## src/inc/oafe_regs.vh

```
// register offsets, field positions, reset values and timing counts of the status block
`ifndef OAFE_REGS_VH
`define OAFE_REGS_VH

// ************************************************************
// register byte addresses
// ************************************************************
`define OAFE_ADDR_FLAGS 8'h00
`define OAFE_ADDR_ENABLE 8'h04
`define OAFE_ADDR_CTRL 8'h08
`define OAFE_ADDR_STATE 8'h0C
`define OAFE_ADDR_FIFO 8'h10
`define OAFE_ADDR_TEMP 8'h14

// ************************************************************
// flag bit positions in the primary status byte
// ************************************************************
`define OAFE_BIT_AFULL 7
`define OAFE_BIT_NEWSMP 6
`define OAFE_BIT_AMBOVF 5
`define OAFE_BIT_PROX 4
`define OAFE_BIT_LEDCMP 3
`define OAFE_BIT_TEMP 2
`define OAFE_BIT_SUPPLY 1
`define OAFE_BIT_PWR 0

// ************************************************************
// control register fields
// ************************************************************
`define OAFE_CTRL_THR_LSB 0
`define OAFE_CTRL_THR_MSB 6
`define OAFE_CTRL_FIFOCLR 7
`define OAFE_CTRL_PTHR_LSB 8
`define OAFE_CTRL_PTHR_MSB 15
`define OAFE_CTRL_PROXEN 16

// ************************************************************
// reset values and constants
// ************************************************************
`define OAFE_FLAGS_RST 8'h00
`define OAFE_ENABLE_RST 8'h00
`define OAFE_CTRL_RST 17'h00000
`define OAFE_PROX_SCALE 12'h800
`define OAFE_CLK_HZ 25000000
`define OAFE_PROX_RATE_HZ 8
`define OAFE_PROX_CYCLES (`OAFE_CLK_HZ / `OAFE_PROX_RATE_HZ)
`define OAFE_RESP_OKAY 2'h0
`define OAFE_RESP_SLVERR 2'h2

`endif

```

## src/core/oafe_status.v

```verilog
// primary interrupt status flags with an axi4-lite register slave
`include "oafe_regs.vh"

// Notes on behaviour
// [RULE1] eight flags, fixed order, reset to zero
// [RULE2] almost-full when next sample passes threshold
// [RULE3] almost-full clears on status or fifo read
// [RULE4] new-sample set on fifo entry, same clears
// [RULE5] ambient overflow clears on status read only
// [RULE6] proximity flag on first-slot threshold crossing
// [RULE7] proximity disabled runs full sequence at once
// [RULE8] host writes never change any flag
// [RULE9] proximity mode when result below 2048 times threshold
// [RULE10] proximity mode samples at 8Hz with pilot
// [RULE11] led compliance flag evaluated per sample end
// [RULE12] temperature flag clears on result or status read
// [RULE13] interrupt high while enabled flag set
module oafe_status #(
  parameter PROX_PERIOD = `OAFE_PROX_CYCLES
) (
  input wire aclk,
  input wire aresetn,
  input wire [7:0] s_axi_awaddr,
  input wire [2:0] s_axi_awprot,
  input wire s_axi_awvalid,
  output wire s_axi_awready,
  input wire [31:0] s_axi_wdata,
  input wire [3:0] s_axi_wstrb,
  input wire s_axi_wvalid,
  output wire s_axi_wready,
  output reg [1:0] s_axi_bresp,
  output reg s_axi_bvalid,
  input wire s_axi_bready,
  input wire [7:0] s_axi_araddr,
  input wire [2:0] s_axi_arprot,
  input wire s_axi_arvalid,
  output wire s_axi_arready,
  output reg [31:0] s_axi_rdata,
  output reg [1:0] s_axi_rresp,
  output reg s_axi_rvalid,
  input wire s_axi_rready,
  input wire sample_store,
  input wire [6:0] fifo_level,
  input wire [7:0] fifo_data,
  input wire [15:0] temp_result,
  input wire ambient_cancel_overflow_flag,
  input wire sample_end,
  input wire led_driver_noncompliant,
  input wire temp_conv_done,
  input wire supply_range_flag,
  input wire power_up_flag,
  input wire slot1_valid,
  input wire [18:0] slot1_result,
  output wire full_sequence_start,
  output wire pilot_sample,
  output wire prox_mode,
  output wire irq
);

  // ************************************************************
  // declarations
  // ************************************************************
  reg [7:0] enable_reg;
  reg [16:0] ctrl_reg;
  reg [7:0] aw_addr_reg;
  reg aw_held_reg;
  reg [31:0] w_data_reg;
  reg [3:0] w_strb_reg;
  reg w_held_reg;
  reg [7:0] set_vec;
  reg [7:0] clr_vec;
  reg [31:0] rdata_next;
  reg [1:0] rresp_next;
  wire [7:0] flags;
  wire [6:0] afull_threshold;
  wire clear_on_fifo_read;
  wire [7:0] proximity_threshold;
  wire prox_enable;
  wire prox_cross;
  wire rd_take;
  wire wr_fire;
  wire rd_status;
  wire rd_fifo;
  wire rd_temp;
  wire fifo_clr;
  wire [7:0] next_level;
  wire wr_flags;
  wire wr_enable;
  wire wr_ctrl;
  wire wr_mapped;

  // register map by byte address:
  //   flags   status byte, read clears, writes ignored
  //   enable  interrupt enables in bits 7..1
  //   ctrl    afull threshold, fifo-read clear, proximity threshold and enable
  //   state   bit 0 shows proximity mode
  //   fifo    fifo data byte, read-only
  //   temp    temperature result, read-only

  // control register fields
  assign afull_threshold = ctrl_reg[`OAFE_CTRL_THR_MSB:`OAFE_CTRL_THR_LSB];
  assign clear_on_fifo_read = ctrl_reg[`OAFE_CTRL_FIFOCLR];
  assign proximity_threshold = ctrl_reg[`OAFE_CTRL_PTHR_MSB:`OAFE_CTRL_PTHR_LSB];
  assign prox_enable = ctrl_reg[`OAFE_CTRL_PROXEN];

  // write decode on the full byte address, so that the response code
  // and the register update always agree
  assign wr_flags = (aw_addr_reg == `OAFE_ADDR_FLAGS);
  assign wr_enable = (aw_addr_reg == `OAFE_ADDR_ENABLE);
  assign wr_ctrl = (aw_addr_reg == `OAFE_ADDR_CTRL);
  assign wr_mapped = wr_flags || wr_enable || wr_ctrl;

  // ************************************************************
  // axi4-lite handshakes
  // ************************************************************
  // address and data are latched separately; response follows both
  // awready and wready each stay low while its own half is held or bvalid is up,
  // so a second write waits until the first response is taken
  assign s_axi_awready = !aw_held_reg && !s_axi_bvalid;
  assign s_axi_wready = !w_held_reg && !s_axi_bvalid;
  assign s_axi_arready = !s_axi_rvalid;
  assign rd_take = s_axi_arvalid && s_axi_arready;
  assign wr_fire = aw_held_reg && w_held_reg;

  always @(posedge aclk) begin
    if (!aresetn) begin
      aw_held_reg <= 1'b0;
      aw_addr_reg <= 8'h00;
      w_held_reg <= 1'b0;
      w_data_reg <= 32'h00000000;
      w_strb_reg <= 4'h0;
      s_axi_bvalid <= 1'b0;
      s_axi_bresp <= `OAFE_RESP_OKAY;
    end else begin
      if (s_axi_awvalid && s_axi_awready) begin
        aw_held_reg <= 1'b1;
        aw_addr_reg <= s_axi_awaddr;
      end
      if (s_axi_wvalid && s_axi_wready) begin
        w_held_reg <= 1'b1;
        w_data_reg <= s_axi_wdata;
        w_strb_reg <= s_axi_wstrb;
      end
      if (wr_fire) begin
        aw_held_reg <= 1'b0;
        w_held_reg <= 1'b0;
        s_axi_bvalid <= 1'b1;
        // read-only and unmapped addresses answer with a slave error
        if (wr_mapped) begin
          s_axi_bresp <= `OAFE_RESP_OKAY;
        end else begin
          s_axi_bresp <= `OAFE_RESP_SLVERR;
        end
      end else if (s_axi_bvalid && s_axi_bready) begin
        s_axi_bvalid <= 1'b0;
      end
    end
  end

  // ************************************************************
  // writable registers
  // ************************************************************
  // the status byte accepts writes and ignores them
  // enable bit 0 is stored but has no flag to gate
  // control bytes follow the write strobes; bit 16 sits in byte 2
  always @(posedge aclk) begin
    if (!aresetn) begin
      enable_reg <= `OAFE_ENABLE_RST;
      ctrl_reg <= `OAFE_CTRL_RST;
    end else if (wr_fire) begin
      if (wr_enable && w_strb_reg[0]) begin
        enable_reg <= w_data_reg[7:0];
      end
      if (wr_ctrl) begin
        if (w_strb_reg[0]) begin
          ctrl_reg[7:0] <= w_data_reg[7:0];
        end
        if (w_strb_reg[1]) begin
          ctrl_reg[15:8] <= w_data_reg[15:8];
        end
        if (w_strb_reg[2]) begin
          ctrl_reg[16] <= w_data_reg[16];
        end
      end
    end
  end

  // ************************************************************
  // read side and its clearing effects
  // ************************************************************
  // a status read clears the flags at the edge that takes the address;
  // the data register captures the byte before the clear at that edge,
  // and an event in the same cycle survives for the next read
  assign rd_status = rd_take && (s_axi_araddr == `OAFE_ADDR_FLAGS);
  assign rd_fifo = rd_take && (s_axi_araddr == `OAFE_ADDR_FIFO);
  assign rd_temp = rd_take && (s_axi_araddr == `OAFE_ADDR_TEMP);
  assign fifo_clr = rd_fifo && clear_on_fifo_read;

  // read data mux
  // unmapped addresses read zero with a slave error
  always @* begin
    rdata_next = 32'h00000000;
    rresp_next = `OAFE_RESP_OKAY;
    case (s_axi_araddr)
      `OAFE_ADDR_FLAGS: rdata_next = {24'h000000, flags};
      `OAFE_ADDR_ENABLE: rdata_next = {24'h000000, enable_reg};
      `OAFE_ADDR_CTRL: rdata_next = {15'h0000, ctrl_reg};
      `OAFE_ADDR_STATE: rdata_next = {31'h00000000, prox_mode};
      `OAFE_ADDR_FIFO: rdata_next = {24'h000000, fifo_data};
      `OAFE_ADDR_TEMP: rdata_next = {16'h0000, temp_result};
      default: rresp_next = `OAFE_RESP_SLVERR;
    endcase
  end

  // read answer: one edge after the address is taken, held until rready
  always @(posedge aclk) begin
    if (!aresetn) begin
      s_axi_rvalid <= 1'b0;
      s_axi_rdata <= 32'h00000000;
      s_axi_rresp <= `OAFE_RESP_OKAY;
    end else if (rd_take) begin
      s_axi_rvalid <= 1'b1;
      s_axi_rdata <= rdata_next;
      s_axi_rresp <= rresp_next;
    end else if (s_axi_rready) begin
      s_axi_rvalid <= 1'b0;
    end
  end

  // ************************************************************
  // flag set and clear terms
  // ************************************************************
  // fifo level once the store under way has landed
  assign next_level = {1'b0, fifo_level} + 8'h01;

  // each set term is one cycle of its source event, each clear term one
  // cycle of the qualifying read
  // almost-full and new-sample also clear on a fifo data read when the
  // clear-on-fifo-read bit is set; temperature also on a result read
  // ambient overflow, proximity, compliance, supply and power clear only
  // on a status read
  always @* begin
    set_vec = 8'h00;
    set_vec[`OAFE_BIT_AFULL] = sample_store && (next_level > {1'b0, afull_threshold}); // RULE2
    set_vec[`OAFE_BIT_NEWSMP] = sample_store; // RULE4
    set_vec[`OAFE_BIT_AMBOVF] = ambient_cancel_overflow_flag; // RULE5
    set_vec[`OAFE_BIT_PROX] = prox_cross && prox_enable; // RULE6
    set_vec[`OAFE_BIT_LEDCMP] = sample_end && led_driver_noncompliant; // RULE11
    set_vec[`OAFE_BIT_TEMP] = temp_conv_done; // RULE12
    set_vec[`OAFE_BIT_SUPPLY] = supply_range_flag;
    set_vec[`OAFE_BIT_PWR] = power_up_flag;
    clr_vec = {8{rd_status}};
    clr_vec[`OAFE_BIT_AFULL] = rd_status || fifo_clr; // RULE3
    clr_vec[`OAFE_BIT_NEWSMP] = rd_status || fifo_clr; // RULE4
    clr_vec[`OAFE_BIT_TEMP] = rd_status || rd_temp; // RULE12
  end

  // one cell per flag; no write path reaches them
  // set and clear meet in each cell, where the set wins
  genvar i;
  generate
    for (i = 0; i < 8; i = i + 1) begin : g_flag
      oafe_flag_cell u_cell ( // RULE1 RULE8
        .aclk(aclk),
        .aresetn(aresetn),
        .set_pulse(set_vec[i]),
        .clr_pulse(clr_vec[i]),
        .flag_reg(flags[i])
      );
    end
  endgenerate

  // ************************************************************
  // proximity control
  // ************************************************************
  // the crossing pulse reaches its flag only while detection is enabled
  // pilot ticks come from the sub-block's own slow counter
  oafe_prox_ctl #(
    .PROX_PERIOD(PROX_PERIOD)
  ) u_prox (
    .aclk(aclk),
    .aresetn(aresetn),
    .prox_enable(prox_enable),
    .proximity_threshold(proximity_threshold),
    .slot1_valid(slot1_valid),
    .slot1_result(slot1_result),
    .prox_mode_reg(prox_mode),
    .prox_cross_reg(prox_cross),
    .pilot_tick_reg(pilot_sample)
  );

  // full sequence runs whenever not held in proximity mode
  assign full_sequence_start = !prox_mode; // RULE7

  // ************************************************************
  // interrupt output
  // ************************************************************
  // power-up flag has no enable bit and is not gated onto the line
  // the line follows flags and enables directly, so it drops in the
  // cycle after the read that clears the last enabled flag
  assign irq = |(flags[7:1] & enable_reg[7:1]); // RULE13

endmodule // oafe_status

```

## src/core/oafe_flag_cell.v

```verilog
// one sticky event flag: set wins over clear
module oafe_flag_cell (
  input wire aclk,
  input wire aresetn,
  input wire set_pulse,
  input wire clr_pulse,
  output reg flag_reg
);

  // ************************************************************
  // flag storage
  // ************************************************************
  // set has priority so an event in the clearing cycle survives
  always @(posedge aclk) begin
    if (!aresetn) begin
      flag_reg <= 1'b0;
    end else if (set_pulse) begin
      flag_reg <= 1'b1;
    end else if (clr_pulse) begin
      flag_reg <= 1'b0;
    end
  end

endmodule // oafe_flag_cell

```

## src/core/oafe_prox_ctl.v

```verilog
// proximity mode decision and slow pilot sample pacing
`include "oafe_regs.vh"

module oafe_prox_ctl #(
  parameter PROX_PERIOD = `OAFE_PROX_CYCLES
) (
  input wire aclk,
  input wire aresetn,
  input wire prox_enable,
  input wire [7:0] proximity_threshold,
  input wire slot1_valid,
  input wire [18:0] slot1_result,
  output reg prox_mode_reg,
  output reg prox_cross_reg,
  output reg pilot_tick_reg
);

  wire [19:0] limit;
  wire below;
  reg [23:0] tick_cnt_reg;

  // last count of one slow period, cut to the counter width on purpose
  localparam [31:0] PROX_LAST = PROX_PERIOD - 1;

  // ************************************************************
  // mode decision on each first-slot result
  // ************************************************************
  assign limit = {proximity_threshold, 12'h000}; // threshold times 2048 shifted by 11 plus pad
  assign below = ({slot1_result, 1'b0} < limit);

  // crossing pulse when a first-slot result changes the mode; dropping the mode by disabling gives none
  always @(posedge aclk) begin
    if (!aresetn) begin
      prox_mode_reg <= 1'b0;
      prox_cross_reg <= 1'b0;
    end else begin
      prox_cross_reg <= 1'b0;
      if (!prox_enable) begin
        prox_mode_reg <= 1'b0; // RULE7
      end else if (slot1_valid) begin
        prox_mode_reg <= below; // RULE9
        prox_cross_reg <= (below != prox_mode_reg); // RULE6
      end
    end
  end

  // ************************************************************
  // pilot sample pacing at the slow rate
  // ************************************************************
  always @(posedge aclk) begin
    if (!aresetn) begin
      tick_cnt_reg <= 24'h000000;
      pilot_tick_reg <= 1'b0;
    end else if (!prox_mode_reg) begin
      tick_cnt_reg <= 24'h000000;
      pilot_tick_reg <= 1'b0;
    end else if (tick_cnt_reg == PROX_LAST[23:0]) begin
      tick_cnt_reg <= 24'h000000;
      pilot_tick_reg <= 1'b1; // RULE10
    end else begin
      tick_cnt_reg <= tick_cnt_reg + 24'h000001;
      pilot_tick_reg <= 1'b0;
    end
  end

endmodule // oafe_prox_ctl

```

## config.mk

```make
export PLATFORM = sky130hd
export DESIGN_NAME = oafe_status
export DESIGN_NICKNAME = d
export VERILOG_FILES = /design/src/core/oafe_status.v /design/src/core/oafe_flag_cell.v /design/src/core/oafe_prox_ctl.v
export VERILOG_INCLUDE_DIRS = /design/src /design/src/inc
export SDC_FILE = /design/constraint.sdc
export NUM_CORES = 1
export LEC_CHECK = 0
export BUFFER_PORTS_ARGS = -buffer_cell sky130_fd_sc_hd__buf_2
export CAP_MARGIN = 30
export CORE_ASPECT_RATIO = 1.1
export CORE_MARGIN = 2
export CORE_UTILIZATION = 44
export CTS_BUF_LIST = sky130_fd_sc_hd__clkbuf_2
export CTS_CLUSTER_DIAMETER = 150
export DETAILED_ROUTE_END_ITERATION = 12
export GPL_TIMING_DRIVEN = 0
export PLACE_DENSITY = 0.82
export RECOVER_POWER = 100
export SLEW_MARGIN = 0
export SYNTH_ARGS = -nofsm -noshare
export SYNTH_HDL_FRONTEND = slang
export SYNTH_SLANG_ARGS = --single-unit
```

## constraint.sdc

```tcl
create_clock -name aclk -period 2.01 [get_ports aclk]
set_input_delay 0.201 -clock aclk [delete_from_list [all_inputs] [get_ports aclk]]
set_output_delay 0.201 -clock aclk [all_outputs]
set_load 0.03 [all_outputs]
```

# After elaboration in Yosys (flattened, before gate mapping)
# Cells that the tools add are included.
# op_classes
eq_ne	9
n_addsub	2
n_reduce_logical	47
mux	19
magnitude_cmp	2
bitwise	3
# op_table
cell	count
$pmux 17 s6	1
$add 24x1->24 const B	1
$eq 24x22->1 const B	1
$eq 8x4->1 const B	3
$lt 20x20->1	1
$reduce_bool 2->1	10
$eq 8x3->1 const B	2
$eq 8x5->1 const B	2
$logic_not 8->1	2
$mux 1	16
$logic_and 1x1->1	15
$reduce_and 3->1	4
$add 7x1->8 const B	1
$gt 8x7->1	1
$and 7x7->7	1
$reduce_or 7->1	1
$reduce_and 2->1	3
$reduce_or 6->1	1
$logic_not 1->1	5
$logic_or 1x1->1	4
$mux 2	2
$reduce_or 3->1	1
$not 1->1	2
$reduce_or 2->1	1
$ne 1x1->1	1
# totals
wordCells	108
ff_bits	128
in_bits	123

# Logic depth before layout (Yosys ltp)
# logic_depth
word_depth	7
ltp_mapped	9
ltp_nobuf	9

# Hierarchy
# A second synthesis with hierarchy kept.
# unflattened
hier_cells	621
area_unflattened_um2	5372.7
# by_module_without_submodules
mod	instances	cells_each	area_each_um2	seq_area_each_um2
oafe_status	1	443	3679.8	1521.5
oafe_prox_ctl	1	154	1362.6	540.5
oafe_flag_cell	8	3	41.3	20.0

# Worst setup path after synthesis
# No wires, ideal clock.
# synth_timing
path_kind	input -> register
from	input fifo_level[0]
to	register g_flag[7].u_cell.flag_reg
path_stages	9
arrival_ns	1.561
setup_ns	0.132
n_path_buf	0
slack_ns	0.317
cell_sequence	ha_1 > nand3_1 > nor2_1 > xor2_1 > ha_1 > nand3_1 > a21oi_1 > a2111oi_0 > o21ai_0
# synth_between
elab_chain_len	4
# synth_rtl
item	line	source
from (decl)	oafe_status.v:43	input wire [6:0] fifo_level,
$add 7x1->8 (*)	oafe_status.v:234	assign next_level = {1'b0, fifo_level} + 8'h01;
$gt 8x7->1 (*)	oafe_status.v:244	set_vec[`OAFE_BIT_AFULL] = sample_store && (next_level > {1'b0, afull_threshold});
$logic_and 1x1->1 (*)	oafe_status.v:244	
$mux 1 / $reduce_bool 2->1 (equally long branches)	--	
to (signal assigned)	oafe_flag_cell.v:16	flag_reg <= 1'b0;
to (signal assigned)	oafe_flag_cell.v:18	flag_reg <= 1'b1;
to (signal assigned)	oafe_flag_cell.v:20	flag_reg <= 1'b0;
to (decl)	oafe_flag_cell.v:7	output reg flag_reg
# Every way passes the cells marked *; elsewhere a longest branch is shown, timed or not.
# A chain may end at the register's enable or synchronous reset.

# Worst setup path after layout
# layout_timing
from	register g_flag[5].u_cell.flag_reg
to	output irq
# layout_between
elab_chain_len	2
# layout_rtl
item	line	source
from (decl)	oafe_flag_cell.v:7	
from (signal assigned)	oafe_flag_cell.v:16	
from (signal assigned)	oafe_flag_cell.v:18	
from (signal assigned)	oafe_flag_cell.v:20	
$and 7x7->7	oafe_status.v:301	assign irq = |(flags[7:1] & enable_reg[7:1]);
$reduce_or 7->1	oafe_status.v:301	
to (decl)	oafe_status.v:57	output wire irq
# Every way passes these cells.

==> impl_metrics.toml <==
[global_routing]
initial_antenna_violation_count = 1
grt_util_all_layers = 0.2208
first_global_vias = 4868
pin_count_of_the_biggest_net_entering_global_routing = 19
grt_first_pass_wirelength_um = 22860
grt_overflow_total = 0

[drt]
avgRoutedWirePerCell_um = 14.51
avgViaCountPerCell = 5.163
wirelength_um = 14390
vias = 5122
ant_nets = 0
drtIter0Drc = 289
first_pass_iters = 6
route.detailed.drc = 0

[timing]
final-setup-viol-count = 0
achievable-frequency_ghz = 0.5254
grt_setup_unrepaired = "no"
actual_slew_at_the_worst_max_slew_pin_ns = 0.6481
slew_viol_final = 0
relSlewSlack = 0.5656
finalCriticalPeriod_ns = 1.903
finalHoldViolCount = 0
tns_ns = 0
finClkSkew_ns = 0.03688
finalCritPeriodShare = 0.9470

[placement]
placer_congestion_estimate = 0.9025
place.detailed.instances = 913
hpwlAfterDp_um = 10370
place.port_buffers = 115

[synth]
most_used_flip_flop_cell_after_synthesis = "dfxtp_1"
synth-async-reset-ratio = 0
synth_cell_types = 58
synth_edf_count = 0
yosysSeqAreaShare = 0.4211
ys_ff_latch = 111
synthesized_area_divided_by_synthesized_cell_count_um2 = 8.351
cell_area_after_synthesis_mm2 = 0.005278
synthesis.instances = 632
yosys_warnings = 0

[die]
placement_rows = 41
dieWidth_um = 108.4
effective_utilization_at_floorplan = 0.4552
die_height_um = 118.9
floorplan.die_area_mm2 = 0.01289
core_box_area_mm2 = 0.01159
io-pin-count = 168

[layout]
finish.net_count = 975
largest_reg_flops = 24
nFillCells = 1050
area_of_the_multi_input_gates_mm2 = 0.002760
drive_above_1_share = 0.1748
count_of_non_filler_cells_in_the_finished_layout = 992
area_growth_syn_to_layout_pct = 29.73
sequential_cell_area_mm2 = 0.002223

[power_and_ir_drop]
p_leak_uw = 0.002815
power_density_mw_per_mm2 = 593.8
switching_share = 0.2895
power.switching_uw = 1177
power.share.clock = 0.259
peakVddDrop_v = 0.0003758
cell_internal_pwr_uw = 2889
p_comb_frac = 0.168
sequentialPowerShare = 0.573

[setup_path]
timing.reg2reg.setup_slack_ns = 0.12
reg2reg_to = "enable_reg[3]$_SDFFE_PN0P_"
worstReg2RegStart = "aw_addr_reg[7]$_SDFFE_PN0P_"
crit_path_max_fanout = 3
crit_path_start_kind = "register"
worst-endpoint-required_ns = 1.81
worst_r2r_path_depth = 6
timing_worst_setup_path_type = "reg -> out"
worst_setup_path_end_kind = "primary output"
cp.arrival_ns = 1.70

[clock_tree]
cts_tree = "yes"
clock_sinks = 111
clock_tree.buffer_depth = 2
cts_made_buffers = 9
cts_setup_buffers = 0
worst_setup_hold_path_clk_slew_ns = 0.27
worst_skew_pair_later_pin_latency_ns = 0.60
htree_levels = 3
root_buffer = "clkbuf_2"

[job]
maxCapViolations = 0

[run_status]
run_status = "completed"

[hold_path]
hold-path-endpoint = "g_flag[2].u_cell.flag_reg$_SDFFE_PN0P_"
worst_hold_startpoint = "s_axi_araddr[3]"
worst_hold_path_type = "in -> reg"
timing.hold.worst_path_depth = 5
layout make-up:
| class | count | share of cell area |
|---|---|---|
| Antenna cell | 1 | 0.0003655 |
| Buffer | 48 | 0.04423 |
| Clock buffer | 10 | 0.007310 |
| Clock inverter | 6 | 0.009868 |
| Inverter | 19 | 0.01042 |
| Multi-Input combinational cell | 468 | 0.4031 |
| Sequential cell | 111 | 0.3247 |
| Tap cell | 150 | 0.02741 |
| Timing Repair Buffer | 179 | 0.1725 |
synthesized netlist by cell type, types with 6 or more instances:
| library cell | count | area (um^2) |
|---|---|---|
| a21oi_1 | 43 | 215.2 |
| a22oi_1 | 12 | 90.09 |
| and2_1 | 11 | 68.82 |
| and3_1 | 12 | 75.07 |
| buf_2 | 6 | 30.03 |
| buf_4 | 18 | 135.1 |
| clkbuf_1 | 20 | 75.07 |
| dfxtp_1 | 111 | 2222 |
| ha_1 | 16 | 200.2 |
| inv_1 | 19 | 71.32 |
| mux2i_1 | 22 | 220.2 |
| nand2_1 | 107 | 401.6 |
| nand3_1 | 36 | 180.2 |
| nand4_1 | 8 | 50.05 |
| nor2_1 | 61 | 229.0 |
| nor3_1 | 11 | 55.05 |
| o21ai_0 | 29 | 145.1 |
| xnor2_1 | 7 | 61.31 |
| xor2_1 | 20 | 175.2 |
cell families (layout without fill, tap and decap cells):
logic type,count (synthesis),after routing,synth area share
other cells,1,18,0.0007106
xor+xnor,27,27,0.04481
compound gates,114,114,0.1321
buf+inv,69,262,0.07231
simple gates,270,270,0.2430
fa+ha+maj,16,16,0.03793
mux,24,24,0.04813
flops,111,111,0.4211
power groups by stage:
stage / combinational, uW / sequential [uW] / clock (uW)
2_1_floorplan: 357 / 2370 / 0
3_3_place_gp: 558 / 2360 / 0
3_5_place_dp: 569 / 2360 / 0
4_1_cts: 672 / 2320 / 1070
5_1_grt: 745 / 2340 / 1160
6_report: 682 / 2330 / 1050
worst max path at each step:
stage	startpoint	endpoint
floorplan	fifo_level[0]	g_flag[7].u_cell.flag_reg$_SDFFE_PN0P_
global placement	fifo_level[0]	g_flag[7].u_cell.flag_reg$_SDFFE_PN0P_
detailed placement	fifo_level[0]	g_flag[7].u_cell.flag_reg$_SDFFE_PN0P_
CTS	ctrl_reg[1]$_SDFFE_PN0P_	g_flag[7].u_cell.flag_reg$_SDFFE_PN0P_
global route	ctrl_reg[1]$_SDFFE_PN0P_	g_flag[7].u_cell.flag_reg$_SDFFE_PN0P_
finish	g_flag[5].u_cell.flag_reg$_SDFFE_PN0P_	irq
critical path, stage by stage (launching register included):
cell	delay (ns)
dfxtp_1	0.40
a222oi_1	0.35
nand3_1	0.16
buf_2	0.21
per-stage QoR:
| stage | util | setup WS (ns) | power, uW | area, um^2 | hold WS [ns] |
|---|---|---|---|---|---|
| floorplan | - | 0.3173 | 2726 | 5338 | 0.3000 |
| global placement | 0.5262 | 0.04769 | 2917 | 6101 | 0.3932 |
| detailed placement | 0.5262 | 0.01096 | 2931 | 6101 | 0.4079 |
| CTS | 0.5917 | 0.04021 | 4070 | 6860 | 0.01019 |
| global route | 0.5905 | 0.003450 | 4243 | 6847 | 0.06013 |
| finish | 0.5905 | 0.1066 | 4065 | 6847 | 0.04120 |
layer usage:
metal	global-route usage	wire, um
met1	0.2695	5828
met2	0.3773	7124
met3	0.03722	1023
met4	0.09696	416
met5	0	0
timing repair:
item	CTS	global route
gates resized for setup	1	8
endpoints found under the hold margin	56	0
hold buffers	64	0
setup endpoints to repair	1	34
placed cells by master (no fill, tap or decap), types with 5 or more instances in the layout:
cell type      netlist  layout
clkbuf_1            20      46
and2_0               0       9
buf_4               18      18
nand2_1            107     107
xnor2_1              7       7
mux2i_1             22      22
a21oi_1             43      43
clkbuf_2             0      12
a221oi_1             5       5
buf_2                6      91
dlygate4sd3_1        0      64
dfxtp_1            111     110
and3_1              12      12
nand3_1             36      35
ha_1                16      16
conb_1               1      17
o21ai_0             29      28
inv_1               19      19
nand4_1              8       8
o22ai_1              5       5
nor3_1              11      10
xor2_1              20      20
nor2_1              61      61
a22oi_1             12      12
Note: power is estimated with default switching activity, not from simulation.
